`config.mk`:
```
export PLATFORM = sky130hd
export DESIGN_NAME = sfp_flash_end_flat
export DESIGN_NICKNAME = d
export VERILOG_FILES = /design/src/sfp_pkg.sv /design/src/sfp_link_if.sv /design/src/sfp_flash_end.sv /design/src/flat_wrapper.sv
export SDC_FILE = /design/constraint.sdc
export NUM_CORES = 2
export LEC_CHECK = 0
export ABC_AREA = 1
export BUFFER_PORTS_ARGS = -buffer_cell sky130_fd_sc_hd__buf_2
export CORE_MARGIN = 4
export CORE_UTILIZATION = 38
export CTS_CLUSTER_DIAMETER = 120
export DETAILED_ROUTE_END_ITERATION = 6
export PLACE_DENSITY = 0.53
export SYNTH_ARGS = -nofsm -noshare
export SYNTH_HDL_FRONTEND = slang
export SYNTH_SLANG_ARGS = --single-unit
```
`constraint.sdc`:
```
create_clock -name clk -period 16.7 [get_ports clk]
set_input_delay 3.34 -clock clk [delete_from_list [all_inputs] [get_ports clk]]
set_output_delay 3.34 -clock clk [all_outputs]
set_load 0.01 [all_outputs]
```
`src/sfp_pkg.sv`:
```
// Shared constants and types for the serial flash erase/program link
package sfp_pkg;

	// ****
	// Opcodes
	// ****
	localparam logic [7:0] OP_UNLOCK  = 8'h06;
	localparam logic [7:0] OP_GUNLOCK = 8'h98;
	localparam logic [7:0] OP_SE      = 8'h20;
	localparam logic [7:0] OP_SE_W    = 8'h21;
	localparam logic [7:0] OP_B32     = 8'h52;
	localparam logic [7:0] OP_B32_W   = 8'h5c;
	localparam logic [7:0] OP_B64     = 8'hd8;
	localparam logic [7:0] OP_B64_W   = 8'hdc;
	localparam logic [7:0] OP_CE0     = 8'h60;
	localparam logic [7:0] OP_CE1     = 8'hc7;
	localparam logic [7:0] OP_PP      = 8'h02;
	localparam logic [7:0] OP_PP_W    = 8'h12;

	// ****
	// Array geometry and protection
	// ****
	localparam int         ADDR_W       = 26;
	localparam logic [2:0] NARROW_BYTES = 3'h3;
	localparam logic [2:0] WIDE_BYTES   = 3'h4;
	localparam logic [4:0] SECT_LSB     = 5'h0c;
	localparam logic [4:0] B32_LSB      = 5'h0f;
	localparam logic [4:0] B64_LSB      = 5'h10;
	localparam logic [10:0] NUM_BLOCKS  = 11'h400;
	localparam logic [3:0] ALL_LEVEL    = 4'hb;

	// ****
	// Timing
	// ****
	localparam int unsigned CLK_MHZ       = 100;
	localparam int unsigned CLK_PERIOD_NS = 10;
	localparam int unsigned LINK_PERIOD_NS = 80;
	localparam int unsigned SCK_HALF = LINK_PERIOD_NS / (2 * CLK_PERIOD_NS);
	localparam logic [3:0]  CS_GAP_CYC = 4'hc;

	// ****
	// Controller registers
	// ****
	localparam logic [7:0] REG_CTRL = 8'h00;
	localparam logic [7:0] REG_ADDR = 8'h04;
	localparam logic [7:0] REG_LEN  = 8'h08;
	localparam logic [7:0] REG_SEED = 8'h0c;
	localparam logic [7:0] REG_STAT = 8'h10;
	localparam int CTRL_NADDR_LSB = 8;
	localparam int CTRL_QUAD_BIT  = 12;
	localparam int CTRL_EXTRA_LSB = 16;
	localparam logic [1:0] RESP_OKAY   = 2'h0;
	localparam logic [1:0] RESP_SLVERR = 2'h2;

	// ****
	// Types
	// ****
	typedef enum logic [7:0] {
		K_NONE    = 8'h01,
		K_UNLOCK  = 8'h02,
		K_GUNLOCK = 8'h04,
		K_SECT    = 8'h08,
		K_B32     = 8'h10,
		K_B64     = 8'h20,
		K_CHIP    = 8'h40,
		K_PROG    = 8'h80
	} sfp_kind_t;

	typedef enum logic [4:0] {
		RX_IDLE = 5'h01,
		RX_OPC  = 5'h02,
		RX_ADDR = 5'h04,
		RX_DATA = 5'h08,
		RX_SKIP = 5'h10
	} sfp_rx_t;

	typedef enum logic [2:0] {
		HS_IDLE  = 3'h1,
		HS_SHIFT = 3'h2,
		HS_GAP   = 3'h4
	} sfp_hs_t;

endpackage : sfp_pkg

```
`src/sfp_link_if.sv`:
```
// Serial link between controller and flash end
`timescale 1ns/1ps
`default_nettype none
interface sfp_link_if;
	logic       csN;
	logic       sclk;
	logic [3:0] dq;
	modport ctrl  (output csN, sclk, dq);
	modport flash (input csN, sclk, dq);
endinterface : sfp_link_if
`default_nettype wire

```
`src/sfp_flash_end.sv`:
```
// Flash end: erase and page-write command decoding and sequencing
//
// Functional notes
// - 20H erases addressed sector to ones
// - Host sets write latch before erase/program
// - Sector chosen by address bits down to A12
// - Erase ends exactly on byte boundary, else rejected
// - Host sends opcode, address, then raises select
// - Internal cycle starts at select rising edge
// - Busy flag held, then cleared with latch
// - Protected region is never erased or written
// - Four-byte mode makes addresses 32 bits
// - 21H sector erase always 32-bit address
// - 52H erases enclosing 32K block
// - 5CH 32K erase with 32-bit address
// - D8H erases enclosing 64K block
// - DCH 64K erase with 32-bit address
// - 60H or C7H alone erases whole array
// - In per-block lock mode, host sends global unlock before array erase
// - Page write keeps only last 256 bytes
// - Column wraps to page start, not next page
// - Short data written from requested column
// - Page write needs whole data bytes, else rejected
// - Host should write whole aligned pages once
// - 12H page write with 32-bit address
`timescale 1ns/1ps
`default_nettype none
module sfp_flash_end
	import sfp_pkg::*;
#(
	parameter int unsigned SMALL_WIPE_US = 60,
	parameter int unsigned LARGE_WIPE_US = 200,
	parameter int unsigned ARRAY_WIPE_US = 2000,
	parameter int unsigned PAGE_WRITE_US = 5
) (
	input  wire logic              clk,
	input  wire logic              rstn,
	sfp_link_if.flash              link,
	input  wire logic              addr4Mode,
	input  wire logic              quadCmdMode,
	input  wire logic [4:0]        protectLevel,
	input  wire logic              perBlockLockMode,
	output var  logic              opInProgressFlag,
	output var  logic              writeLatch,
	output var  logic              cmdRejected,
	output var  logic              memErase,
	output var  sfp_kind_t         memKind,
	output var  logic [ADDR_W-1:0] memEraseAddr,
	output var  logic              memWr,
	output var  logic [ADDR_W-1:0] memWrAddr,
	output var  logic [7:0]        memWrData
);

	localparam int unsigned SMALL_CYC = SMALL_WIPE_US * CLK_MHZ;
	localparam int unsigned LARGE_CYC = LARGE_WIPE_US * CLK_MHZ;
	localparam int unsigned ARRAY_CYC = ARRAY_WIPE_US * CLK_MHZ;
	localparam int unsigned PAGE_CYC  = PAGE_WRITE_US * CLK_MHZ;

	// ****
	// Link synchronisers
	// ****
	logic       csS1, csS2, csS3;
	logic       sckS1, sckS2, sckS3;
	logic [3:0] dqS1, dqS2;

	always_ff @(posedge clk or negedge rstn) begin
		if (!rstn) begin
			{csS1, csS2, csS3}    <= 3'h7;
			{sckS1, sckS2, sckS3} <= 3'h0;
			{dqS1, dqS2}          <= 8'h00;
		end else begin
			{csS1, csS2, csS3}    <= {link.csN, csS1, csS2};
			{sckS1, sckS2, sckS3} <= {link.sclk, sckS1, sckS2};
			{dqS1, dqS2}          <= {link.dq, dqS1};
		end
	end

	logic csLow, csRise, sckRise;
	assign csLow   = !csS2;
	assign csRise  = csS2 && !csS3;
	assign sckRise = sckS2 && !sckS3;

	// ****
	// Bit and byte assembly
	// ****
	sfp_rx_t     rxR;
	sfp_kind_t   kindR;
	logic [7:0]  shR;
	logic [2:0]  bitCntR;
	logic [2:0]  addrLeftR;
	logic [31:0] addrR;
	logic [7:0]  colR;
	logic        exactR;
	logic        gotDataR;
	logic        busyR;
	logic        gbuR;

	logic [2:0] step;
	logic [2:0] bitCntNxt;
	logic       byteDone;
	logic [7:0] byteNxt;

	always_comb begin
		step      = quadCmdMode ? 3'h4 : 3'h1;
		bitCntNxt = bitCntR + step;
		byteDone  = (bitCntNxt == 3'h0);
		byteNxt   = quadCmdMode ? {shR[3:0], dqS2} : {shR[6:0], dqS2[0]};
	end

	// Opcode decode
	sfp_kind_t opKind;
	logic      opWide;
	logic      opAddressed;

	always_comb begin
		opWide = 1'b0;
		case (byteNxt)
			OP_UNLOCK:  opKind = K_UNLOCK;
			OP_GUNLOCK: opKind = K_GUNLOCK;
			OP_CE0:     opKind = K_CHIP;
			OP_CE1:     opKind = K_CHIP;
			OP_SE:      opKind = K_SECT;
			OP_B32:     opKind = K_B32;
			OP_B64:     opKind = K_B64;
			OP_PP:      opKind = K_PROG;
			OP_SE_W:    {opKind, opWide} = {K_SECT, 1'b1};
			OP_B32_W:   {opKind, opWide} = {K_B32, 1'b1};
			OP_B64_W:   {opKind, opWide} = {K_B64, 1'b1};
			OP_PP_W:    {opKind, opWide} = {K_PROG, 1'b1};
			default:    opKind = K_NONE;
		endcase
		// Busy drops erase, write, unlock
		if (busyR && opKind != K_GUNLOCK) begin
			opKind = K_NONE;
		end
		opAddressed = (opKind == K_SECT) || (opKind == K_B32) ||
			(opKind == K_B64) || (opKind == K_PROG);
	end

	logic opcStrobe;
	logic dataStrobe;
	assign opcStrobe  = csLow && rxR == RX_OPC && sckRise && byteDone;
	assign dataStrobe = csLow && rxR == RX_DATA && sckRise && byteDone;

	always_ff @(posedge clk or negedge rstn) begin
		if (!rstn) begin
			rxR       <= RX_IDLE;
			kindR     <= K_NONE;
			shR       <= 8'h00;
			bitCntR   <= 3'h0;
			addrLeftR <= 3'h0;
			addrR     <= 32'h0;
			colR      <= 8'h00;
			exactR    <= 1'b0;
			gotDataR  <= 1'b0;
		end else if (!csLow) begin
			rxR     <= RX_IDLE;
			bitCntR <= 3'h0;
		end else if (rxR == RX_IDLE) begin
			rxR      <= RX_OPC;
			kindR    <= K_NONE;
			exactR   <= 1'b0;
			gotDataR <= 1'b0;
		end else if (sckRise) begin
			bitCntR <= bitCntNxt;
			shR     <= byteNxt;
			case (rxR)
				RX_OPC: begin
					if (byteDone) begin
						kindR <= opKind;
						addrR <= 32'h0;
						if (opAddressed) begin
							rxR <= RX_ADDR;
							addrLeftR <= (opWide || addr4Mode) ?
								WIDE_BYTES : NARROW_BYTES;
						end else begin
							rxR    <= RX_SKIP;
							exactR <= (opKind != K_NONE);
						end
					end
				end
				RX_ADDR: begin
					if (byteDone) begin
						addrR     <= {addrR[23:0], byteNxt};
						addrLeftR <= addrLeftR - 3'h1;
						if (addrLeftR == 3'h1) begin
							if (kindR == K_PROG) begin
								rxR  <= RX_DATA;
								colR <= byteNxt;
							end else begin
								rxR    <= RX_SKIP;
								exactR <= 1'b1;
							end
						end
					end
				end
				RX_DATA: begin
					if (byteDone) begin
						colR     <= colR + 8'h01;
						gotDataR <= 1'b1;
					end
				end
				default: exactR <= 1'b0;
			endcase
		end
	end

	// ****
	// Page buffer
	// ****
	logic [7:0]   bufR [256];
	logic [255:0] maskR;

	always_ff @(posedge clk) begin
		if (dataStrobe) begin
			bufR[colR] <= byteNxt;
		end
	end

	always_ff @(posedge clk or negedge rstn) begin
		if (!rstn) begin
			maskR <= '0;
		end else if (opcStrobe && opKind == K_PROG) begin
			maskR <= '0;
		end else if (dataStrobe) begin
			maskR[colR] <= 1'b1;
		end
	end

	// ****
	// Command acceptance at select rise
	// ****
	logic        boundary, isOp, protHit, goOk, unlockOk, gbuOk;
	logic [3:0]  lvl;
	logic [10:0] nBlk;
	logic [10:0] blk;

	always_comb begin
		lvl  = protectLevel[3:0];
		blk  = {1'b0, addrR[ADDR_W-1:16]};
		if (lvl == 4'h0) begin
			nBlk = 11'h000;
		end else if (lvl >= ALL_LEVEL) begin
			nBlk = NUM_BLOCKS;
		end else begin
			nBlk = 11'h001 << (lvl - 4'h1);
		end
		if (kindR == K_CHIP) begin
			protHit = (lvl != 4'h0);
		end else if (protectLevel[4]) begin
			protHit = (blk < nBlk);
		end else begin
			protHit = (blk >= NUM_BLOCKS - nBlk);
		end
		boundary = (rxR == RX_SKIP && exactR) || (rxR == RX_DATA &&
			gotDataR && bitCntR == 3'h0);
		isOp = opAddressedKind(kindR) || kindR == K_CHIP;
		goOk = csRise && boundary && isOp && writeLatch && !busyR &&
			!protHit &&
			(kindR != K_CHIP || !perBlockLockMode || gbuR);
		unlockOk = csRise && boundary && kindR == K_UNLOCK;
		gbuOk    = csRise && boundary && kindR == K_GUNLOCK;
	end

	function automatic logic opAddressedKind(input sfp_kind_t k);
		return k == K_SECT || k == K_B32 || k == K_B64 || k == K_PROG;
	endfunction : opAddressedKind

	// ****
	// Self-timed cycle
	// ****
	logic [31:0]       timerR;
	logic [4:0]        eraseLsb;
	logic [ADDR_W-1:0] eraseAddr;
	logic              done;

	assign done = busyR && timerR == 32'h0;

	always_comb begin
		case (kindR)
			K_SECT:  eraseLsb = SECT_LSB;
			K_B32:   eraseLsb = B32_LSB;
			default: eraseLsb = B64_LSB;
		endcase
		eraseAddr = addrR[ADDR_W-1:0] &
			~((ADDR_W'(1) << eraseLsb) - ADDR_W'(1));
		if (kindR == K_CHIP) begin
			eraseAddr = '0;
		end
	end

	always_ff @(posedge clk or negedge rstn) begin
		if (!rstn) begin
			busyR        <= 1'b0;
			timerR       <= 32'h0;
			memErase     <= 1'b0;
			memKind      <= K_NONE;
			memEraseAddr <= '0;
			cmdRejected  <= 1'b0;
		end else begin
			memErase    <= 1'b0;
			cmdRejected <= csRise && isOp && !goOk;
			if (goOk) begin
				busyR        <= 1'b1;
				memErase     <= (kindR != K_PROG);
				memKind      <= kindR;
				memEraseAddr <= eraseAddr;
				case (kindR)
					K_SECT:  timerR <= 32'(SMALL_CYC - 1);
					K_CHIP:  timerR <= 32'(ARRAY_CYC - 1);
					K_PROG:  timerR <= 32'(PAGE_CYC - 1);
					default: timerR <= 32'(LARGE_CYC - 1);
				endcase
			end else if (done) begin
				busyR <= 1'b0;
			end else if (busyR) begin
				timerR <= timerR - 32'h1;
			end
		end
	end

	assign opInProgressFlag = busyR;

	always_ff @(posedge clk or negedge rstn) begin
		if (!rstn) begin
			writeLatch <= 1'b0;
		end else if (unlockOk) begin
			writeLatch <= 1'b1;
		end else if (done) begin
			writeLatch <= 1'b0;
		end
	end

	// Global unlock covers exactly one array erase
	always_ff @(posedge clk or negedge rstn) begin
		if (!rstn) begin
			gbuR <= 1'b0;
		end else if (gbuOk) begin
			gbuR <= 1'b1;
		end else if (goOk && kindR == K_CHIP) begin
			gbuR <= 1'b0;
		end
	end

	// ****
	// Page write-out, one column per cycle
	// ****
	logic                scanR;
	logic [7:0]          idxR;
	logic [ADDR_W-9:0]   pageR;

	always_ff @(posedge clk or negedge rstn) begin
		if (!rstn) begin
			scanR     <= 1'b0;
			idxR      <= 8'h00;
			pageR     <= '0;
			memWr     <= 1'b0;
			memWrAddr <= '0;
			memWrData <= 8'h00;
		end else if (goOk && kindR == K_PROG) begin
			scanR <= 1'b1;
			idxR  <= 8'h00;
			pageR <= addrR[ADDR_W-1:8];
			memWr <= 1'b0;
		end else if (scanR) begin
			memWr     <= maskR[idxR];
			memWrAddr <= {pageR, idxR};
			memWrData <= bufR[idxR];
			idxR      <= idxR + 8'h01;
			scanR     <= (idxR != 8'hff);
		end else begin
			memWr <= 1'b0;
		end
	end

endmodule : sfp_flash_end
`default_nettype wire

```
`src/flat_wrapper.sv`:
```
// flat-port wrapper written by rule: the top's interface ports become plain ports
module sfp_flash_end_flat import sfp_pkg::*;
#(
	parameter int unsigned SMALL_WIPE_US = 60,
	parameter int unsigned LARGE_WIPE_US = 200,
	parameter int unsigned ARRAY_WIPE_US = 2000,
	parameter int unsigned PAGE_WRITE_US = 5
)
  (clk, rstn, addr4Mode, quadCmdMode, protectLevel, perBlockLockMode, opInProgressFlag, writeLatch, cmdRejected, memErase, memKind, memEraseAddr, memWr, memWrAddr, memWrData, link_csN, link_sclk, link_dq);
  sfp_link_if link_i ();
  input  wire logic clk;
  input  wire logic rstn;
  input  wire logic addr4Mode;
  input  wire logic quadCmdMode;
  input  wire logic [4:0] protectLevel;
  input  wire logic perBlockLockMode;
  output var  logic opInProgressFlag;
  output var  logic writeLatch;
  output var  logic cmdRejected;
  output var  logic memErase;
  output var  sfp_kind_t memKind;
  output var  logic [ADDR_W-1:0] memEraseAddr;
  output var  logic memWr;
  output var  logic [ADDR_W-1:0] memWrAddr;
  output var  logic [7:0] memWrData;
  input wire logic [$bits(link_i.csN)-1:0] link_csN;
  input wire logic [$bits(link_i.sclk)-1:0] link_sclk;
  input wire logic [$bits(link_i.dq)-1:0] link_dq;
  assign link_i.csN = link_csN;
  assign link_i.sclk = link_sclk;
  assign link_i.dq = link_dq;
  sfp_flash_end #(.SMALL_WIPE_US(SMALL_WIPE_US), .LARGE_WIPE_US(LARGE_WIPE_US), .ARRAY_WIPE_US(ARRAY_WIPE_US), .PAGE_WRITE_US(PAGE_WRITE_US)) u_core (.clk(clk), .rstn(rstn), .link(link_i), .addr4Mode(addr4Mode), .quadCmdMode(quadCmdMode), .protectLevel(protectLevel), .perBlockLockMode(perBlockLockMode), .opInProgressFlag(opInProgressFlag), .writeLatch(writeLatch), .cmdRejected(cmdRejected), .memErase(memErase), .memKind(memKind), .memEraseAddr(memEraseAddr), .memWr(memWr), .memWrAddr(memWrAddr), .memWrData(memWrData));
endmodule
```
==> summary.log <==
INFO  logic_synthesis yosys_most_used_dff=edfxtp_1
INFO  die            initial_utilization=0.382
INFO  critical_path  setup_slack_reg_to_reg=10.75ns
INFO  cts            cts_sinks=2513
INFO  sta            fmax=144MHz
INFO  detailed_routing via_per_inst=5.42
INFO  power          p_sw=3.05mW
INFO  detailed_routing detail-route-antenna-nets=0
INFO  global_routing grt_pass1_vias=69824
INFO  cells_and_area nets=9513
INFO  sta            grt_setup_unrepaired=no
INFO  global_routing wire_length_of_the_first_global_routing_pass=468mm
INFO  sta            transition_time_at_the_pin_with_the_least_slew_margin=1.33ns
INFO  detailed_routing drt_first_iter_violations=7904
INFO  cts            worst_skew_pair.late_latency=0.87ns
INFO  critical_path  slowest_delay=0.98ns
INFO  critical_path  crit_path_max_fanout=18
INFO  job            max-cap-violations=0
INFO  critical_path  cp-startpoint=quadCmdMode
INFO  cells_and_area most-common-layout-cells=nand2_1, edfxtp_1, nand3_1, nor2_1, o21ai_0
INFO  cells_and_area post_route_cells_drive_above_1_share=0.0770
INFO  detailed_routing drt_pass1_iterations=7
INFO  cells_and_area postLayoutCellArea=117000um^2
INFO  cts            cts_hold_repair.buffers=0
INFO  placement      finalWeightedCongestion=0.872
INFO  cells_and_area finish.cell_count_without_fillers=13279
INFO  sta            period_share=0.415
INFO  power          static-leakage-power=44.7nW
INFO  placement      placed_cell_area=108000um^2
INFO  cells_and_area syn_to_final_growth=12.0%
INFO  critical_path  cp-start-kind=input port
INFO  die            core_region_area=274000um^2
INFO  logic_synthesis synth_sequential_area_ratio=0.699
INFO  critical_path  reg_to_reg_end=u_core.memWr
INFO  outcome        status=finished, violations left
INFO  critical_path  r2r_cells=12
INFO  global_routing initial_antenna_violation_count=13
INFO  power          power.sequential.fraction=0.518
INFO  detailed_routing vias=72021
INFO  detailed_routing routed_wirelength=316mm
INFO  cts            clock_path_buffers=4
INFO  logic_synthesis avgSynthCellArea=10.9um^2
INFO  critical_path  crit_slowest_cell=nor2_1
INFO  hold_path      worst_hold_path_type=reg2reg
INFO  critical_path  critPathCaptureType=flop
INFO  detailed_routing route.detailed.drc=4
INFO  cells_and_area mostFrequentLayoutCell=nand2_1
INFO  power          power.density_cell_area=117nW/um^2
INFO  sta            slew_headroom=0.114
INFO  cts            clock_tree.root_cell=clkbuf_16
INFO  cells_and_area fin_util=0.428
INFO  critical_path  critPathCapture=u_core.bufR[58][2]
INFO  critical_path  critical_path.n_buffers_inverters=3
INFO  global_routing grt_start_max_net_pins=168
INFO  die            die_w=533um
INFO  global_routing grt-ovfl-total=0
INFO  power          post-layout-total-power=13.7mW
INFO  sta            final_hold_violating_endpoints=0
INFO  critical_path  critical-path-top-delay-family=simple AND/OR/NAND/NOR gates
INFO  critical_path  crit_type=in2reg
INFO  detailed_routing routedWlPerCell=23.8um
INFO  cts            cts-buffers-inserted=278
INFO  critical_path  worst_reg2reg_path_startpoint=u_core.idxR[3]
INFO  logic_synthesis ys_types=55
INFO  power          ir_worst_vdd=0.0834mV
INFO  die            standard_cell_rows=192
INFO  cts            clk_pin_slew=0.06ns
INFO  critical_path  critical_path_cell_count=11
INFO  critical_path  cp_data_arrival_time=7.39ns
INFO  sta            setup_viol_count_final=0
INFO  power          power_switching_share=0.222
INFO  sta            timing.setup.tns=0ns
INFO  critical_path  critical_path_required=17.17ns
INFO  die            dieArea=284000um^2
INFO  cts            post-cts-setup-buffers=0
INFO  logic_synthesis netlist_area=105000um^2
INFO  sta            slew_viol_final=0
INFO  logic_synthesis netlist_instances=9571
INFO  placement      portBuffers=88
INFO  global_routing grt.total_usage=0.217
INFO  logic_synthesis ys_warn_count=0
INFO  logic_synthesis yosys_register_bits=2513
INFO  hold_path      timing.hold.worst_path_depth=0
INFO  logic_synthesis asyncSetResetFlopFracSynth=0.185
INFO  die            die_h=533um
INFO  power          internal_power=10.7mW
INFO  placement      place_inst=12775
INFO  cts            tritoncts=done
INFO  critical_path  crit_path_cell_trace=buf_2 -> inv_1 -> ha_1 -> ha_1 -> xor2_2 -> nand3_2 -> inv_2 -> nand3_4 -> nor2_1 -> nand2_1 -> nor2_1
INFO  power          combPwrFrac=0.046
INFO  sta            finClkSkew=0.0460ns
INFO  sta            fin_crit=6.93ns
INFO  logic_synthesis number_of_synthesized_flops_with_an_enable_pin=2048
INFO  placement      dp.final_hpwl=176mm
INFO  cts            h-tree-depth=5
INFO  cells_and_area fillcell_total=25783
INFO  power          clock_power_share=0.436
INFO  cts            cts_resized=0
INFO  outcome        violations=DRC
INFO  die            num_io_pins=89
how the worst min path moves through the flow:
stage                   startpoint             end  slack [ns]
detailed placement  u_core.dqS1[3]  u_core.dqS2[3]        0.33
floorplan           u_core.dqS1[0]  u_core.dqS2[0]        0.33
global route        u_core.dqS1[3]  u_core.dqS2[3]        0.35
CTS                 u_core.dqS1[3]  u_core.dqS2[3]        0.35
global placement      u_core.sckS1    u_core.sckS2        0.33
finish              u_core.dqS1[3]  u_core.dqS2[3]        0.35
registers in the layout, indices dropped and copies added (netlist names), 4 cells and up:
name	cells
u_core.shR	7
u_core.memEraseAddr	26
u_core.maskR	256
u_core.memKind	8
u_core.memWrAddr	26
u_core.idxR	8
u_core.memWrData	8
u_core.addrR	26
u_core.kindR	8
u_core.timerR	32
u_core.colR	8
u_core.rxR	5
u_core.pageR	18
u_core.bufR	2048
u_core.dqS1	4
u_core.dqS2	4
power groups by stage:
stage	Combinational [mW]	Clock, mW	Sequential (mW)
5_1_grt	0.684	6.36	7.12
4_1_cts	0.643	6.10	7.12
3_3_place_gp	0.635	0	7.25
6_report	0.631	5.99	7.13
3_5_place_dp	0.644	0	7.25
2_1_floorplan	0.246	0	7.46
metrics by stage:
step	hold WS [ns]	setup slack, ns
floorplan	0.331	0.852
global placement	0.333	9.01
detailed placement	0.335	8.86
CTS	0.349	9.78
global route	0.351	9.47
finish	0.348	9.77
per-layer routing:
layer / GRT usage / vias to the layer above / part of all wire
li1: - / 32862 / -
met4: 0.0682 / 2 / 0.032
met3: 0.0326 / 481 / 0.069
met2: 0.346 / 2714 / 0.47
met1: 0.307 / 35962 / 0.43
met5: 0 / - / 0.000041
area by class of cell:
cell class	instances	area (um^2)	share of cell area
Clock buffer	412	7980	0.0681
Tap cell	3589	4490	0.0383
Inverter	471	1800	0.0153
Timing Repair Buffer	211	1510	0.0129
Antenna cell	6	15.0	0.000128
Sequential cell	2513	73200	0.624
Clock inverter	86	823	0.00703
Multi-Input combinational cell	5991	27400	0.234
cells in the mapped netlist (31+ instances only):
| cell | instances | area (um^2) |
|---|---|---|
| buf_2 | 96 | 480 |
| dfrtp_1 | 459 | 11500 |
| o21ai_0 | 519 | 2600 |
| nand3_1 | 1885 | 9430 |
| edfxtp_1 | 2048 | 61500 |
| ha_1 | 31 | 388 |
| clkbuf_1 | 387 | 1450 |
| nand2_1 | 2414 | 9060 |
| nor2_4 | 44 | 495 |
| nor3_1 | 39 | 195 |
| a21oi_1 | 85 | 425 |
| inv_1 | 434 | 1630 |
| inv_2 | 34 | 128 |
| o21ai_1 | 50 | 250 |
| buf_1 | 94 | 353 |
| nor2_1 | 702 | 2640 |
| o211ai_1 | 70 | 526 |
kinds of logic (layout without fill, tap and decap cells):
logic type,after synthesis,in the layout,synth area share
AND/OR/NAND/NOR,5144,5144,0.213
buffers and inverters,1068,1180,0.0407
AO/OA/AOI/OAI,778,778,0.0400
flip-flops,2513,2513,0.699
adder cells (fa/ha/maj),31,31,0.00371
other,1,8,0.0000358
XOR/XNOR,36,36,0.00326
worst register-to-register path: stages, from the launching register on:
cell      delay [ns]
dfrtp_4         0.78
buf_4           0.69
buf_4           0.69
nand2_1         0.86
inv_2           0.18
buf_4           0.84
o221ai_1        0.51
nand3_1         0.29
nand3_1         0.22
nand2_1         0.14
nand2_1         0.06
a21oi_1         0.46
nor2_1          0.09
(Power assumes the default switching activity.)
